===== src/csl_pkg.sv =====
package csl_pkg;
  // Word format: 14-bit sample above two control bits
  localparam int WORD_W = 16;
  localparam int CTRL_W = 2;
  localparam logic [1:0] ESCAPE_CODE = 2'h3;
  // Secondary control word kinds, selected by the low two bits
  localparam logic [1:0] SEC_RATE_A = 2'h0;
  localparam logic [1:0] SEC_RATE_B = 2'h1;
  localparam logic [1:0] SEC_FILTER = 2'h2;
  localparam logic [1:0] SEC_CONFIG = 2'h3;
  // Config register bits
  localparam int CFG_FILT_BIT = 2;
  localparam int CFG_ASYNC_BIT = 3;
  localparam logic [13:0] CFG_RESET = 14'h0004;
  localparam logic [13:0] RATE_A_RESET = 14'h0012;
  localparam logic [13:0] RATE_B_RESET = 14'h0024;
  // Host-side set-up values
  localparam logic [31:0] TIMER_CTRL_VAL = 32'h000003C1;
  localparam logic [31:0] TIMER_PERIOD_VAL = 32'h00000001;
  localparam logic [31:0] PORT_HOLD_VAL = 32'h02170300;
  localparam logic [31:0] PORT_RUN_VAL = 32'h0E170300;
  localparam logic [31:0] PORT_PIN_VAL = 32'h00000111;
  localparam logic [3:0] FLAG_RESET_LOW = 4'h2;
  localparam logic [3:0] FLAG_RESET_HIGH = 4'h6;
  // Divider settings
  localparam int MCLK_HALF = 1;
  localparam int SCLK_HALF = 4;
  localparam int FRAME_GAP = 64;
  localparam logic [7:0] FRAME_GAP_T = 8'(FRAME_GAP);
  localparam logic [3:0] LAST_BIT = 4'hF;
  // APB map of the host controller
  localparam logic [7:0] A_CTRL = 8'h00;
  localparam logic [7:0] A_TXDATA = 8'h04;
  localparam logic [7:0] A_RXDATA = 8'h08;
  localparam logic [7:0] A_STATUS = 8'h0C;
  localparam logic [7:0] A_MASK = 8'h10;
  localparam logic [7:0] A_SETUP = 8'h14;
  localparam int ST_RX = 0;
  localparam int ST_TX = 1;
endpackage


===== src/csl_link_if.sv =====
`timescale 1ns/1ps
`default_nettype none
interface csl_link_if;
  logic master_clk;     // Converter master clock from host
  logic reset_n;        // Converter reset, active low
  logic word_sel;       // High: 16-bit words
  logic shift_clk;      // Serial shift clock from converter
  logic tx_frame_n;     // Frame sync for host-to-converter word
  logic rx_frame_n;     // Frame sync for converter-to-host word
  logic tx_data;        // Host to converter serial data
  logic rx_data;        // Converter to host serial data
  logic tx_end_n;       // End-of-data pulse after transmit
  logic rx_end_n;       // End-of-data pulse after receive
  modport host (output master_clk, reset_n, word_sel, tx_data,
                input shift_clk, tx_frame_n, rx_frame_n, rx_data, tx_end_n, rx_end_n);
  modport dev (input master_clk, reset_n, word_sel, tx_data,
               output shift_clk, tx_frame_n, rx_frame_n, rx_data, tx_end_n, rx_end_n);
endinterface
`default_nettype wire


===== src/csl_dev.sv =====
`timescale 1ns/1ps
`default_nettype none
module csl_dev (
  input wire logic SYS_CLK_IN,
  input wire logic NRST_IN,
  input wire logic CLK_EN_IN,
  csl_link_if.dev LINK,
  input wire logic [13:0] ADC_SAMPLE_IN,
  output logic [13:0] DAC_SAMPLE_OUT,
  output logic DAC_STROBE_OUT,
  output logic [13:0] CFG_OUT,
  output logic [13:0] RATE_A_OUT,
  output logic [13:0] RATE_B_OUT
);
  typedef enum logic [3:0] {
    S_IDLE = 4'b0001,
    S_SHIFT = 4'b0010,
    S_FRAME_UP = 4'b0100,
    S_END = 4'b1000
  } csl_dev_state_e;

  // Synchronisers for pins from the host
  logic [1:0] mclk_sync, rst_sync, wsel_sync, txd_sync;
  logic mclk_prev;  // Last synchronised master clock
  logic mclk_rise;
  logic dev_rst;    // Converter held in reset
  always_ff @(posedge SYS_CLK_IN or negedge NRST_IN) begin
    if (!NRST_IN) begin
      mclk_sync <= 2'h0;
      rst_sync <= 2'h0;
      wsel_sync <= 2'h0;
      txd_sync <= 2'h0;
      mclk_prev <= 1'b0;
    end else if (CLK_EN_IN) begin
      mclk_sync <= {mclk_sync[0], LINK.master_clk};
      rst_sync <= {rst_sync[0], LINK.reset_n};
      wsel_sync <= {wsel_sync[0], LINK.word_sel};
      txd_sync <= {txd_sync[0], LINK.tx_data};
      mclk_prev <= mclk_sync[1];
    end
  end
  assign mclk_rise = mclk_sync[1] & ~mclk_prev;
  assign dev_rst = ~rst_sync[1];

  // Shift clock divider from master clock edges
  logic [2:0] div_cnt;
  logic sclk;      // Shift clock level driven out
  logic sclk_fall; // Launch point, one per shift period
  logic sclk_rise; // Sample point
  always_ff @(posedge SYS_CLK_IN or negedge NRST_IN) begin
    if (!NRST_IN) begin
      div_cnt <= 3'h0;
      sclk <= 1'b0;
    end else if (CLK_EN_IN) begin
      if (dev_rst) begin
        div_cnt <= 3'h0;
        sclk <= 1'b0;
      end else if (mclk_rise) begin
        if (div_cnt == 3'(csl_pkg::SCLK_HALF - 1)) begin
          div_cnt <= 3'h0;
          sclk <= ~sclk;
        end else begin
          div_cnt <= div_cnt + 3'h1;
        end
      end
    end
  end
  assign sclk_fall = mclk_rise && div_cnt == 3'(csl_pkg::SCLK_HALF - 1) && sclk;
  assign sclk_rise = mclk_rise && div_cnt == 3'(csl_pkg::SCLK_HALF - 1) && !sclk;

  // Configuration registers, loaded by secondary control words
  logic [13:0] cfg, rate_a, rate_b;
  logic escape_seen;        // Next received word is control
  logic [15:0] rx_word;     // Word collected from host
  logic rx_done;            // One-cycle: host word complete
  logic async_mode;
  assign async_mode = cfg[csl_pkg::CFG_ASYNC_BIT];
  always_ff @(posedge SYS_CLK_IN or negedge NRST_IN) begin
    if (!NRST_IN) begin
      cfg <= csl_pkg::CFG_RESET;
      rate_a <= csl_pkg::RATE_A_RESET;
      rate_b <= csl_pkg::RATE_B_RESET;
      escape_seen <= 1'b0;
      DAC_SAMPLE_OUT <= 14'h0;
      DAC_STROBE_OUT <= 1'b0;
    end else if (CLK_EN_IN) begin
      DAC_STROBE_OUT <= 1'b0;
      if (dev_rst) begin
        // Defaults: filters on, synchronous, base rate dividers
        cfg <= csl_pkg::CFG_RESET;
        rate_a <= csl_pkg::RATE_A_RESET;
        rate_b <= csl_pkg::RATE_B_RESET;
        escape_seen <= 1'b0;
      end else if (rx_done) begin
        if (escape_seen) begin
          escape_seen <= 1'b0;
          // Kind taken from the two low bits
          case (rx_word[1:0])
            csl_pkg::SEC_RATE_A: rate_a <= rx_word[15:2];
            csl_pkg::SEC_RATE_B: rate_b <= rx_word[15:2];
            // Filter bit sits where it sits in a whole config word
            csl_pkg::SEC_FILTER: cfg[csl_pkg::CFG_FILT_BIT] <= rx_word[csl_pkg::CTRL_W + csl_pkg::CFG_FILT_BIT];
            csl_pkg::SEC_CONFIG: cfg <= rx_word[15:2];
            default: cfg <= cfg;
          endcase
        end else begin
          // Escape only arms; the sample in it is still played
          escape_seen <= (rx_word[1:0] == csl_pkg::ESCAPE_CODE);
          DAC_SAMPLE_OUT <= rx_word[15:2];
          DAC_STROBE_OUT <= 1'b1;
        end
      end
    end
  end
  assign CFG_OUT = cfg;
  assign RATE_A_OUT = rate_a;
  assign RATE_B_OUT = rate_b;

  // Frame timing: both sections share one sequencer; async drops alternate receive frames
  logic [7:0] gap_cnt;
  logic frame_go;
  always_ff @(posedge SYS_CLK_IN or negedge NRST_IN) begin
    if (!NRST_IN) begin
      gap_cnt <= 8'h0;
    end else if (CLK_EN_IN) begin
      if (dev_rst) begin
        gap_cnt <= 8'h0;
      end else if (sclk_fall) begin
        gap_cnt <= (gap_cnt == csl_pkg::FRAME_GAP_T - 8'h1) ? 8'h0 : gap_cnt + 8'h1;
      end
    end
  end
  assign frame_go = sclk_fall && gap_cnt == 8'h0;

  csl_dev_state_e state;
  logic [3:0] bit_cnt;
  logic [15:0] tx_shift;   // Word to host
  logic tx_fs_n, rx_fs_n, end_n, rxd;
  logic rx_lag;            // Async: toggles each frame; receive frame skipped while set
  // Sequencer: frame low, 16 bits, frame high, end pulse
  always_ff @(posedge SYS_CLK_IN or negedge NRST_IN) begin
    if (!NRST_IN) begin
      state <= S_IDLE;
      bit_cnt <= 4'h0;
      tx_shift <= 16'h0;
      rx_word <= 16'h0;
      rx_done <= 1'b0;
      tx_fs_n <= 1'b1;
      rx_fs_n <= 1'b1;
      end_n <= 1'b1;
      rxd <= 1'b0;
      rx_lag <= 1'b0;
    end else if (CLK_EN_IN) begin
      rx_done <= 1'b0;
      if (dev_rst) begin
        state <= S_IDLE;
        tx_fs_n <= 1'b1;
        rx_fs_n <= 1'b1;
        end_n <= 1'b1;
        rx_lag <= 1'b0;
      end else begin
        case (state)
          S_IDLE: begin
            if (frame_go && wsel_sync[1]) begin
              state <= S_SHIFT;
              bit_cnt <= 4'h0;
              tx_shift <= {ADC_SAMPLE_IN, 2'h0};
              tx_fs_n <= 1'b0;
              rx_fs_n <= async_mode ? rx_lag : 1'b0;
              rx_lag <= ~rx_lag;
              rxd <= ADC_SAMPLE_IN[13];
            end
          end
          S_SHIFT: begin
            if (sclk_rise) begin
              rx_word <= {rx_word[14:0], txd_sync[1]};
            end
            if (sclk_fall) begin
              if (bit_cnt == csl_pkg::LAST_BIT) begin
                state <= S_FRAME_UP;
                tx_fs_n <= 1'b1;
                rx_fs_n <= 1'b1;
                rx_done <= 1'b1;
              end else begin
                bit_cnt <= bit_cnt + 4'h1;
                tx_shift <= {tx_shift[14:0], 1'b0};
                rxd <= tx_shift[14];
              end
            end
          end
          S_FRAME_UP: begin
            if (sclk_fall) begin
              state <= S_END;
              end_n <= 1'b0;
            end
          end
          S_END: begin
            if (sclk_fall) begin
              state <= S_IDLE;
              end_n <= 1'b1;
            end
          end
          default: state <= S_IDLE;
        endcase
      end
    end
  end

  // Link outputs; frame syncs and end pulses active low
  assign LINK.shift_clk = sclk;
  assign LINK.tx_frame_n = tx_fs_n;
  assign LINK.rx_frame_n = rx_fs_n;
  assign LINK.rx_data = rxd;
  assign LINK.tx_end_n = end_n;
  assign LINK.rx_end_n = end_n;
endmodule
`default_nettype wire


===== src/flat_wrapper.sv =====
// flat-port wrapper written by rule: the top's interface ports become plain ports
module csl_dev_flat 
  (SYS_CLK_IN, NRST_IN, CLK_EN_IN, ADC_SAMPLE_IN, DAC_SAMPLE_OUT, DAC_STROBE_OUT, CFG_OUT, RATE_A_OUT, RATE_B_OUT, LINK_master_clk, LINK_reset_n, LINK_word_sel, LINK_tx_data, LINK_shift_clk, LINK_tx_frame_n, LINK_rx_frame_n, LINK_rx_data, LINK_tx_end_n, LINK_rx_end_n);
  csl_link_if LINK_i ();
  input wire logic SYS_CLK_IN;
  input wire logic NRST_IN;
  input wire logic CLK_EN_IN;
  input wire logic [13:0] ADC_SAMPLE_IN;
  output logic [13:0] DAC_SAMPLE_OUT;
  output logic DAC_STROBE_OUT;
  output logic [13:0] CFG_OUT;
  output logic [13:0] RATE_A_OUT;
  output logic [13:0] RATE_B_OUT;
  input wire logic [$bits(LINK_i.master_clk)-1:0] LINK_master_clk;
  input wire logic [$bits(LINK_i.reset_n)-1:0] LINK_reset_n;
  input wire logic [$bits(LINK_i.word_sel)-1:0] LINK_word_sel;
  input wire logic [$bits(LINK_i.tx_data)-1:0] LINK_tx_data;
  output wire logic [$bits(LINK_i.shift_clk)-1:0] LINK_shift_clk;
  output wire logic [$bits(LINK_i.tx_frame_n)-1:0] LINK_tx_frame_n;
  output wire logic [$bits(LINK_i.rx_frame_n)-1:0] LINK_rx_frame_n;
  output wire logic [$bits(LINK_i.rx_data)-1:0] LINK_rx_data;
  output wire logic [$bits(LINK_i.tx_end_n)-1:0] LINK_tx_end_n;
  output wire logic [$bits(LINK_i.rx_end_n)-1:0] LINK_rx_end_n;
  assign LINK_i.master_clk = LINK_master_clk;
  assign LINK_i.reset_n = LINK_reset_n;
  assign LINK_i.word_sel = LINK_word_sel;
  assign LINK_i.tx_data = LINK_tx_data;
  assign LINK_shift_clk = LINK_i.shift_clk;
  assign LINK_tx_frame_n = LINK_i.tx_frame_n;
  assign LINK_rx_frame_n = LINK_i.rx_frame_n;
  assign LINK_rx_data = LINK_i.rx_data;
  assign LINK_tx_end_n = LINK_i.tx_end_n;
  assign LINK_rx_end_n = LINK_i.rx_end_n;
  csl_dev u_core (.SYS_CLK_IN(SYS_CLK_IN), .NRST_IN(NRST_IN), .CLK_EN_IN(CLK_EN_IN), .LINK(LINK_i), .ADC_SAMPLE_IN(ADC_SAMPLE_IN), .DAC_SAMPLE_OUT(DAC_SAMPLE_OUT), .DAC_STROBE_OUT(DAC_STROBE_OUT), .CFG_OUT(CFG_OUT), .RATE_A_OUT(RATE_A_OUT), .RATE_B_OUT(RATE_B_OUT));
endmodule

===== config.mk =====
export PLATFORM = sky130hd
export DESIGN_NAME = csl_dev_flat
export DESIGN_NICKNAME = d
export VERILOG_FILES = /design/src/csl_pkg.sv /design/src/csl_link_if.sv /design/src/csl_dev.sv /design/src/flat_wrapper.sv
export SDC_FILE = /design/constraint.sdc
export NUM_CORES = 1
export LEC_CHECK = 0
export ABC_AREA = 1
export BUFFER_PORTS_ARGS = -buffer_cell sky130_fd_sc_hd__buf_2
export CORE_MARGIN = 1
export CORE_UTILIZATION = 48
export DETAILED_ROUTE_END_ITERATION = 12
export GPL_ROUTABILITY_DRIVEN = 0
export PLACE_DENSITY = 0.79
export SKIP_LAST_GASP = 1
export SYNTH_ARGS = -nofsm -noshare
export SYNTH_HDL_FRONTEND = slang
export SYNTH_SLANG_ARGS = --single-unit

===== constraint.sdc =====
create_clock -name SYS_CLK_IN -period 1.6 [get_ports SYS_CLK_IN]
set_input_delay 0.16 -clock SYS_CLK_IN [delete_from_list [all_inputs] [get_ports SYS_CLK_IN]]
set_output_delay 0.16 -clock SYS_CLK_IN [all_outputs]
set_load 0.005 [all_outputs]

==> results.yml, run 1 <==
clocking:
  cts_max_level: 4
  cts_buffers: 17
  clk_pin_slew_ns: 0.06
  clk_path_buf_depth: 2
  cts_tree: "yes"
  root_buffer: "clkbuf_16"
  cts.sinks: 122
  clk_latency_ns: 0.42
timing:
  worst_slew_pin_slew_ns: 0.529
  rsz0062_at_grt: "yes"
  holdWs_ns: 0.0715
  relSlewSlack_pct: 64.4
  fin_skew_ns: 0.00860
  setup_ws_ns: -0.0598
  maxSlewViolCount: 0
  finalCriticalPeriod_ns: 1.66
  final_hold_viol_count: 0
  post-route-period-util_pct: 104
  setup_viol: 21
  max_freq_mhz: 602
flow_run:
  drv_cap: 0
synth:
  synth_area_um2: 5420
  syn_nets: 663
  synth.avg_cell_area_um2: 8.49
  yosysWarningCount: 0
  synth_seq_area_share_pct: 56.6
  synth-seq-cells: 122
  yosysUniqueCellTypes: 32
  synth_cells: 638
setup_path:
  worst-path-buf-inv: 3
  endpoint_kind: "flop"
  slowest_stage: "dfrtp_1"
  max_stage_delay_ns: 0.42
  crit_family: "simple AND/OR/NAND/NOR gates"
  cpMostUsedCell: "nand2_2"
  cp.depth: 11
  start_kind: "flop"
  cp.arrival_ns: 2.01
  crit_type: "flop to flop"
  path_max_fanout: 7
  reg2reg_depth: 11
  worstPathRequired_ns: 1.95
  worstPathCellList: "inv_2 -> ha_4 -> nand2_2 -> inv_1 -> nand2_2 -> nor2_4 -> nand3_4 -> nand2_8 -> clkbuf_16 -> nand3_1 -> nand2_1"
min_path:
  min_path_cells: 4
  holdCritPathClass: "input port to flop"
finish:
  num_antenna_cells: 0
  area_growth_syn_to_layout_pct: 29.9
  stdcell_count: 901
  post-route-cell-area_um2: 7040
  nNetsFinal: 773
  post-route-util_pct: 64.4
  final_layout_size_suffix_gt1_share_pct: 28.1
placement:
  place_hpwl_um: 8720
  placed_area_um2: 6050
  place_inst: 854
  io_buffers: 83
detailed_routing:
  final_antenna_net_count: 0
  met3_length_um: 779
  first_pass_iters: 5
  drc_errors: 0
  met2_length_um: 7150
  met1_length_um: 5490
  finalWirelength_um: 13800
  vias: 4870
  avgViaCountPerCell: 5.41
  wire_per_inst_um: 15.3
  drtIter0Drc: 497
  top_layer: "met4"
run_status:
  status: "finished with violations"
  violations: "setup timing"
floorplanning:
  die_area_um2: 11700
  core_um2: 10900
  initial_utilization_pct: 49.5
  die_height_um: 108
  io_pins: 84
  die_x_um: 108
  row_count: 38
global_route:
  grt_pass1_vias: 4475
  grt_max_degree: 42
  grt_usage_pct: 23.3
  grt_pass1_wl_um: 21000
  grt_remaining_overflow: 0
  antenna_found_initial: 0
power:
  vdd_drop_max_uv: 719
  leakage_nw: 3.58
  p_per_area_nw_per_um2: 1120
==> per-stage QoR <==
stage,setup WS (ns),total power [mW],setup TNS [ns]
floorplan,0.111,3.64,0
global placement,0.0483,3.90,0
detailed placement,-0.0656,3.93,-0.201
CTS,0.00515,7.86,0
global route,-0.165,8.15,-2.89
finish,-0.0598,7.88,-0.438
==> worst min-delay path, stage by stage <==
cell and delay [ns]:
buf_2 0.09, nand2_1 0.05, nand3b_1 0.09, nand2_1 0.05
==> cells by family after synthesis <==
kind of cell    share of synthesized area, %
simple gates                            26.7
flops                                   56.6
compound gates                          8.85
buf+inv                                 6.42
fa+ha+maj                              0.924
xor+xnor                               0.323
mux                                    0.208
==> cell usage after synthesis <==
library cell,instances,area [um2]
nand2_2,5,31.3
nor3b_1,1,7.51
nand3b_1,1,7.51
clkbuf_1,8,30.0
nor3_1,4,20.0
o21ai_1,23,115
nor2_1,26,97.6
inv_2,4,15.0
nor3_2,1,10.0
nand2_4,2,22.5
o211ai_1,1,7.51
or2_2,1,6.26
buf_4,5,37.5
nor2_4,1,11.3
dfrtp_1,113,2830
ha_1,4,50.1
o21ai_0,61,305
o31ai_1,2,15.0
mux2_2,1,11.3
buf_2,11,55.1
nand3_1,38,190
nand2_1,241,905
buf_6,3,33.8
inv_1,47,176
a21oi_1,3,15.0
dfstp_2,9,236
xor2_1,2,17.5
a31oi_1,2,12.5
nand4_1,11,68.8
nand3_2,5,50.1
a31o_2,1,8.76
nor2_8,1,20.0
==> worst paths after layout <==
kind	slack [ns]	end	from
worst max-delay path	-0.06	u_core.tx_shift[8]$_DFFE_PN0P_	u_core.gap_cnt[1]$_DFFE_PN0P_
worst min-delay path	0.07	u_core.tx_shift[2]$_DFFE_PN0P_	ADC_SAMPLE_IN[0]
worst max register to register	-0.06	u_core.tx_shift[8]$_DFFE_PN0P_	u_core.gap_cnt[1]$_DFFE_PN0P_
worst min register to register	0.47	u_core.LINK.rx_frame_n$_DFFE_PN1P_	u_core.LINK.rx_frame_n$_DFFE_PN1P_
max in group asynchronous	0.76	u_core.RATE_B_OUT[8]$_DFFE_PN0P_	NRST_IN
min in group asynchronous	0.18	u_core.DAC_SAMPLE_OUT[12]$_DFFE_PN0P_	NRST_IN
==> power breakdown <==
group | switching, mW | total, mW | internal [mW] | leakage [nW]
combinational | 0.446 | 0.686 | 0.240 | 1.62
clock | 1.42 | 3.91 | 2.49 | 0.293
sequential | 0.0601 | 3.28 | 3.22 | 1.66
==> sequential cells by signal (all words and copies together), names as in the netlist, 8 cells and up <==
signal	cells
u_core.rx_word	16
u_core.CFG_OUT	14
u_core.DAC_SAMPLE_OUT	14
u_core.RATE_B_OUT	14
u_core.gap_cnt	8
u_core.tx_shift	13
u_core.RATE_A_OUT	14
==> timing repair <==
item,in CTS,in global routing
hold buffers,5,0
resized for setup,5,51
endpoints found under the hold margin,90,0
gates cloned,0,3
setup endpoints to repair,14,71
pin swaps,0,15
buffers inserted,0,7
==> layer usage <==
layer	vias to the layer above	track usage, %
li1	2276	-
met1	2361	28.4
met2	194	39.8
met3	39	6.57
met4	0	7.44
met5	-	0
==> final cells by class <==
cell class	count	area [um2]
clock buffers	18	439
well taps	140	175
multi-input cells	440	2230
clock inverters	14	171
repair buffers	116	764
fillers	847	3900
inverters	51	194
flip-flops and latches	122	3070
==> placed cells by master (no fill, tap or decap), types with 3 or more instances in the layout <==
cell,netlist,layout
a21oi_1,3,3
buf_12,0,4
buf_2,11,82
buf_4,5,19
buf_6,3,5
bufinv_16,0,3
clkbuf_16,0,18
clkinv_2,0,3
clkinv_4,0,3
clkinvlp_4,0,3
dfrtp_1,113,112
dfstp_2,9,9
dlygate4sd3_1,0,5
inv_1,47,43
inv_2,4,7
nand2_1,241,231
nand2_2,5,14
nand2_4,2,3
nand3_1,38,25
nand3_2,5,14
nand3_4,0,4
nand4_1,11,11
nor2_1,26,20
nor2_2,0,3
nor2_4,1,4
nor3_1,4,3
o21ai_0,61,61
o21ai_1,23,23
(Power assumes the default switching activity.)
==> inputs of run 2 (changes only) <==
--- a/config.mk
+++ b/config.mk
@@ -6,12 +6,12 @@
 export NUM_CORES = 1
 export LEC_CHECK = 0
 export ABC_AREA = 1
-export BUFFER_PORTS_ARGS = -buffer_cell sky130_fd_sc_hd__buf_2
 export CORE_MARGIN = 1
 export CORE_UTILIZATION = 48
 export DETAILED_ROUTE_END_ITERATION = 12
+export DONT_BUFFER_PORTS = 1
 export GPL_ROUTABILITY_DRIVEN = 0
-export PLACE_DENSITY = 0.79
+export PLACE_DENSITY = 0.72
 export SKIP_LAST_GASP = 1
 export SYNTH_ARGS = -nofsm -noshare
 export SYNTH_HDL_FRONTEND = slang
==> run 2 against run 1 <==
Net effect: the run ends with hold timing left; clock skew grew 0.0012 ns; total power shrank 4.0%; clock power shrank 4%; via count shrank 10%; cell count shrank 8.7%; die area is the same; first-iteration DRC count shrank 24%; maximum frequency grew 4.9%; sequential power is essentially flat; critical path type unchanged; critical endpoint is now u_core.state[2]$_DFFE_PN0P_.
==> results.yml, run 2 (same netlist as run 1, synthesis figures left out) <==
setup_path:
  crit_family: "simple AND/OR/NAND/NOR gates"
  start_kind: "flop"
  worstPathCellList: "ha_2 -> nand2_1 -> nor2_4 -> nand3_2 -> nand3_2 -> buf_4 -> nand4_1 -> nand2_1"
  crit_type: "flop to flop"
  max_stage_delay_ns: 0.37
  path_max_fanout: 5
  worst-path-buf-inv: 1
  endpoint_kind: "flop"
  worstReg2RegStart: "u_core.div_cnt[0]$_DFFE_PN0P_"
  cp.arrival_ns: 1.94
  slowest_stage: "dfrtp_1"
  startpoint: "u_core.div_cnt[0]$_DFFE_PN0P_"
  worstPathRequired_ns: 1.96
finish:
  largest_register_ffs: 16
  stdcell_count: 823
  mostFrequentLayoutCell: "nand2_1"
  mostFrequentLayoutCells: "nand2_1, dfrtp_1, o21ai_0"
  nNetsFinal: 695
  area_growth_syn_to_layout_pct: 20.3
  top_register: "u_core.rx_word"
  final_layout_size_suffix_gt1_share_pct: 15.4
  num_antenna_cells: 0
power:
  power_switching_share_pct: 24.1
  leakage_nw: 3.14
  p_int_mw: 5.74
  p_clk_share_pct: 49.6
  p_switching_mw: 1.83
  vdd_drop_max_uv: 774
  p_seq_share_pct: 43.7
  total_power_mw: 7.57
  p_per_area_nw_per_um2: 1160
  p_comb_share_pct: 6.7
timing:
  finalCriticalPeriod_ns: 1.58
  setup_ws_ns: 0.0174
  max_freq_mhz: 632
  setup_viol: 0
  maxSlewViolCount: 0
  worst_slew_pin_slew_ns: 0.616
  post-route-period-util_pct: 98.9
  rsz0062_at_grt: "yes"
  holdWs_ns: -0.568
  final_hold_viol_count: 122
  setup_tns_ns: 0
  fin_skew_ns: 0.00984
  relSlewSlack_pct: 58.8
detailed_routing:
  wire_per_inst_um: 15.1
  drc_errors: 0
  drtIter0Drc: 379
  avgViaCountPerCell: 5.31
  final_antenna_net_count: 0
  finalWirelength_um: 12500
  first_pass_iters: 5
  vias: 4371
global_route:
  grt_max_degree: 123
  grt_usage_pct: 22.4
  grt_pass1_wl_um: 20000
  grt_remaining_overflow: 0
  antenna_found_initial: 0
  grt_pass1_vias: 4240
placement:
  post-place-ws_ns: -0.0674
  place_hpwl_um: 7920
  io_buffers: 0
  place_inst: 770
floorplanning:
  die_height_um: 108
  row_count: 38
  core_um2: 10900
  initial_utilization_pct: 49.5
  die_x_um: 108
  io_pins: 84
  die_area_um2: 11700
run_status:
  violations: "hold timing"
  status: "finished with violations"
clocking:
  clk_latency_ns: 0.42
  root_buffer: "clkbuf_16"
  clk_path_buf_depth: 2
  cts_max_level: 4
  clk_pin_slew_ns: 0.06
  cts_tree: "yes"
  cts_buffers: 17
  cts.sinks: 122
  hold_buffers: 17
min_path:
  holdCritPathClass: "input port to asynchronous set/reset pin"
flow_run:
  drv_cap: 0
## run 2: cell count changes in the layout (fill, tap and decap cells not counted), moves of 3 or more
| cell | previous run | this run |
|---|---|---|
| nand3_2 | 14 | 7 |
| inv_1 | 43 | 46 |
| clkinv_4 | 3 | 6 |
| dlygate4sd3_1 | 5 | 17 |
| inv_2 | 7 | 4 |
| nand2_2 | 14 | 10 |
| nand3_1 | 25 | 34 |
| nand2_1 | 231 | 235 |
| buf_6 | 5 | 2 |
| buf_2 | 82 | 0 |
## run 2: worst reg2reg max path, delay by kind of cell, from the launching register on
family,cells,cell delay (ns)
fa+ha+maj,1,0.20
buf+inv,1,0.15
flops,1,0.37
simple gates,6,0.80
## run 2: metal layers
layer	vias up	global-route usage, %	share of wire [%]
li1	2107	-	-
met2	159	35.1	47
met1	2077	28.3	43
met3	28	8.14	7.6
met5	-	0	0
met4	0	8.71	2.4
## run 2: cell type report
cell class / instances / area [um2]
timing repair buffer: 40 / 388
clock inverter: 13 / 146
tap: 140 / 175
fill: 920 / 4420
inverter: 51 / 194
sequential: 122 / 3070
clock buffer: 19 / 443
multi-input combinational: 438 / 2110
## run 2: metrics by stage
stage	util, %	area, um2	hold WS, ns
final	59.6	6520	-0.568
after global routing	59.6	6520	-0.583
after CTS	58.4	6390	-0.572
after detailed placement	51.4	5620	-0.129
after global placement	51.4	5620	-0.128
after floorplan	-	5420	-0.136
## run 2: path summary, 6_finish.rpt
check,to,slack [ns],cells past startpoint
worst max-delay path,u_core.state[2]$_DFFE_PN0P_,0.02,8
worst min-delay path,u_core.state[3]$_DFFE_PN0P_,-0.57,0
worst max register to register,u_core.state[2]$_DFFE_PN0P_,0.02,8
worst min register to register,u_core.tx_shift[5]$_DFFE_PN0P_,0.47,2
max in group asynchronous,u_core.RATE_A_OUT[4]$_DFFE_PN1P_,1.95,0
min in group SYS_CLK_IN,u_core.tx_shift[10]$_DFFE_PN0P_,0,4
## run 2: power by group through the flow
stage / Combinational (mW) / Clock, mW / Sequential (mW)
final: 0.507 / 3.75 / 3.31
after global routing: 0.566 / 3.94 / 3.32
after CTS: 0.465 / 3.80 / 3.31
after detailed placement: 0.418 / 0 / 3.36
after global placement: 0.408 / 0 / 3.36
after floorplan: 0.321 / 0 / 3.32
## run 2: repair_timing
item	CTS	global route
pin swaps	0	7
setup endpoints to repair	9	85
gates resized for setup	3	27
setup buffers	0	4
hold endpoints to repair	145	122
==> inputs of run 3 (changes only) <==
--- a/config.mk
+++ b/config.mk
@@ -11,7 +11,7 @@
 export DETAILED_ROUTE_END_ITERATION = 12
 export DONT_BUFFER_PORTS = 1
 export GPL_ROUTABILITY_DRIVEN = 0
-export PLACE_DENSITY = 0.72
+export PLACE_DENSITY = 0.68
 export SKIP_LAST_GASP = 1
 export SYNTH_ARGS = -nofsm -noshare
 export SYNTH_HDL_FRONTEND = slang
==> run 3 against run 2 <==
Net effect: the run still ends with hold timing left; first-iteration DRC count increased by 9.5%; register-to-register slack about the same; global-route usage decreased by 0.91 points; via count about the same; final area increased by 1.8%; combinational power decreased by 4%; routed wire length decreased by 2.5%; critical path depth increased by 2; total power increased by 2.3%; hold slack improved by 0.014 ns; sequential share of layout area decreased by 0.84 points; utilization increased by 1.1 points; largest power group unchanged.
==> results.yml, run 3 (same netlist as run 1, synthesis figures left out) <==
timing:
  setup_tns_ns: 0
  fin_skew_ns: 0.00691
  post-route-period-util_pct: 98.2
  setup_viol: 0
  finalCriticalPeriod_ns: 1.57
  rsz0062_at_grt: "yes"
  relSlewSlack_pct: 63.3
  maxSlewViolCount: 0
  holdWs_ns: -0.555
  final_hold_viol_count: 122
  max_freq_mhz: 637
  worst_slew_pin_slew_ns: 0.549
power:
  p_per_area_nw_per_um2: 1170
  p_switching_mw: 1.86
  p_seq_share_pct: 42.6
  power_switching_share_pct: 23.9
  total_power_mw: 7.75
  p_int_mw: 5.89
  leakage_nw: 3.19
  vdd_drop_max_uv: 644
  p_clk_share_pct: 51.0
  p_comb_share_pct: 6.3
detailed_routing:
  vias: 4370
  finalWirelength_um: 12200
  drc_errors: 0
  avgViaCountPerCell: 5.28
  wire_per_inst_um: 14.7
  final_antenna_net_count: 0
  first_pass_iters: 5
  drtIter0Drc: 415
finish:
  ff_latch_area_um2: 3070
  num_antenna_cells: 0
  area_growth_syn_to_layout_pct: 22.5
  largest_register_ffs: 16
  top_register: "u_core.rx_word"
  post-route-cell-area_um2: 6640
  mostFrequentLayoutCells: "nand2_1, dfrtp_1, o21ai_0"
  nNetsFinal: 700
  n_fill_cell: 881
  mostFrequentLayoutCell: "nand2_1"
  multi_input_area_um2: 2160
  stdcell_count: 828
  final_layout_size_suffix_gt1_share_pct: 16.7
  post-route-util_pct: 60.7
min_path:
  holdCritPathClass: "input port to asynchronous set/reset pin"
setup_path:
  endpoint_kind: "flop"
  worstPathRequired_ns: 1.95
  r2r_slack_ns: 0.03
  path_max_fanout: 7
  reg2reg_depth: 10
  crit_type: "flop to flop"
  worstReg2RegStart: "u_core.div_cnt[0]$_DFFE_PN0P_"
  start_kind: "flop"
  startpoint: "u_core.div_cnt[0]$_DFFE_PN0P_"
  r2r_end: "u_core.tx_shift[14]$_DFFE_PN0P_"
  cp.arrival_ns: 1.92
global_route:
  grt_pass1_vias: 4037
  grt_max_degree: 123
  grt_pass1_wl_um: 19300
  grt_usage_pct: 21.5
  grt_remaining_overflow: 0
  antenna_found_initial: 0
floorplanning:
  die_height_um: 108
  initial_utilization_pct: 49.5
  die_area_um2: 11700
  die_x_um: 108
  core_um2: 10900
  io_pins: 84
  row_count: 38
clocking:
  clk_latency_ns: 0.41
  cts.sinks: 122
  hold_buffers: 16
  clk_pin_slew_ns: 0.06
  cts_tree: "yes"
  cts_max_level: 4
  clk_path_buf_depth: 2
  root_buffer: "clkbuf_16"
  cts_buffers: 17
placement:
  io_buffers: 0
  placed_area_um2: 5620
  place_hpwl_um: 7790
  place_inst: 771
run_status:
  status: "finished with violations"
  violations: "hold timing"
flow_run:
  drv_cap: 0
==> run 3: cell types whose count changed in the layout (fill, tap and decap cells not counted), sizes merged <==
cell         change
buf              +4
clkinv           -4
bufinv           +1
dlygate4sd3      -1
nand2            +1
inv              +4
==> run 3: worst max path at each step <==
stage / endpoint / cells after the start / slack, ns
final: u_core.tx_shift[14]$_DFFE_PN0P_ / 10 / 0.03
after global routing: u_core.tx_shift[10]$_DFFE_PN0P_ / 10 / -0.06
after CTS: u_core.state[2]$_DFFE_PN0P_ / 8 / -0.002
after detailed placement: u_core.state[2]$_DFFE_PN0P_ / 8 / -0.06
after global placement: u_core.state[2]$_DFFE_PN0P_ / 8 / -0.02
after floorplan: u_core.bit_cnt[2]$_DFFE_PN0P_ / 12 / 0.11
==> run 3: power groups by stage <==
stage | clock, mW | combinational (mW) | sequential (mW)
global route | 4.17 | 0.552 | 3.32
detailed placement | 0 | 0.410 | 3.36
finish | 3.95 | 0.489 | 3.30
floorplan | 0 | 0.321 | 3.32
global placement | 0 | 0.400 | 3.35
CTS | 4.01 | 0.451 | 3.30
==> run 3: metrics by stage <==
step,worst slack [ns],hold slack [ns]
after CTS,-0.00199,-0.569
final,0.0295,-0.555
after global routing,-0.0633,-0.579
after detailed placement,-0.0618,-0.132
after floorplan,0.111,-0.136
after global placement,-0.0179,-0.128
==> run 3: what timing repair did <==
item	4_1_cts	5_1_grt
endpoints found under the hold margin	146	122
pin swaps	0	18
endpoints found under the setup margin	5	81
gates cloned	0	2
gates resized for setup	3	34
buffers inserted	0	7
==> run 3: layout make-up <==
class,instances,area share (%)
flip-flops and latches,122,46.2
multi-input cells,439,32.5
repair buffers,44,6.52
clock buffers,18,6.46
inverters,51,2.92
clock inverters,14,2.81
well taps,140,2.64
==> run 3: worst max-delay path, cell delays in order, from the launching register on <==
cell and delay (ns):
dfrtp_1 0.36, ha_2 0.19, inv_2 0.04, nor2_2 0.09
nand2_2 0.09, nor2_8 0.18, nand3_4 0.12, nand2_8 0.13
clkbuf_16 0.16, nand3_1 0.06, nand2_1 0.07
==> run 3: layer usage <==
| metal | vias to the layer above | track usage, % | share of wire, % |
|---|---|---|---|
| li1 | 2123 | - | - |
| met1 | 2090 | 27.8 | 44 |
| met2 | 145 | 33.3 | 48 |
| met3 | 12 | 8.08 | 7.5 |
| met4 | 0 | 6.95 | 1.1 |
| met5 | - | 0 | 0 |
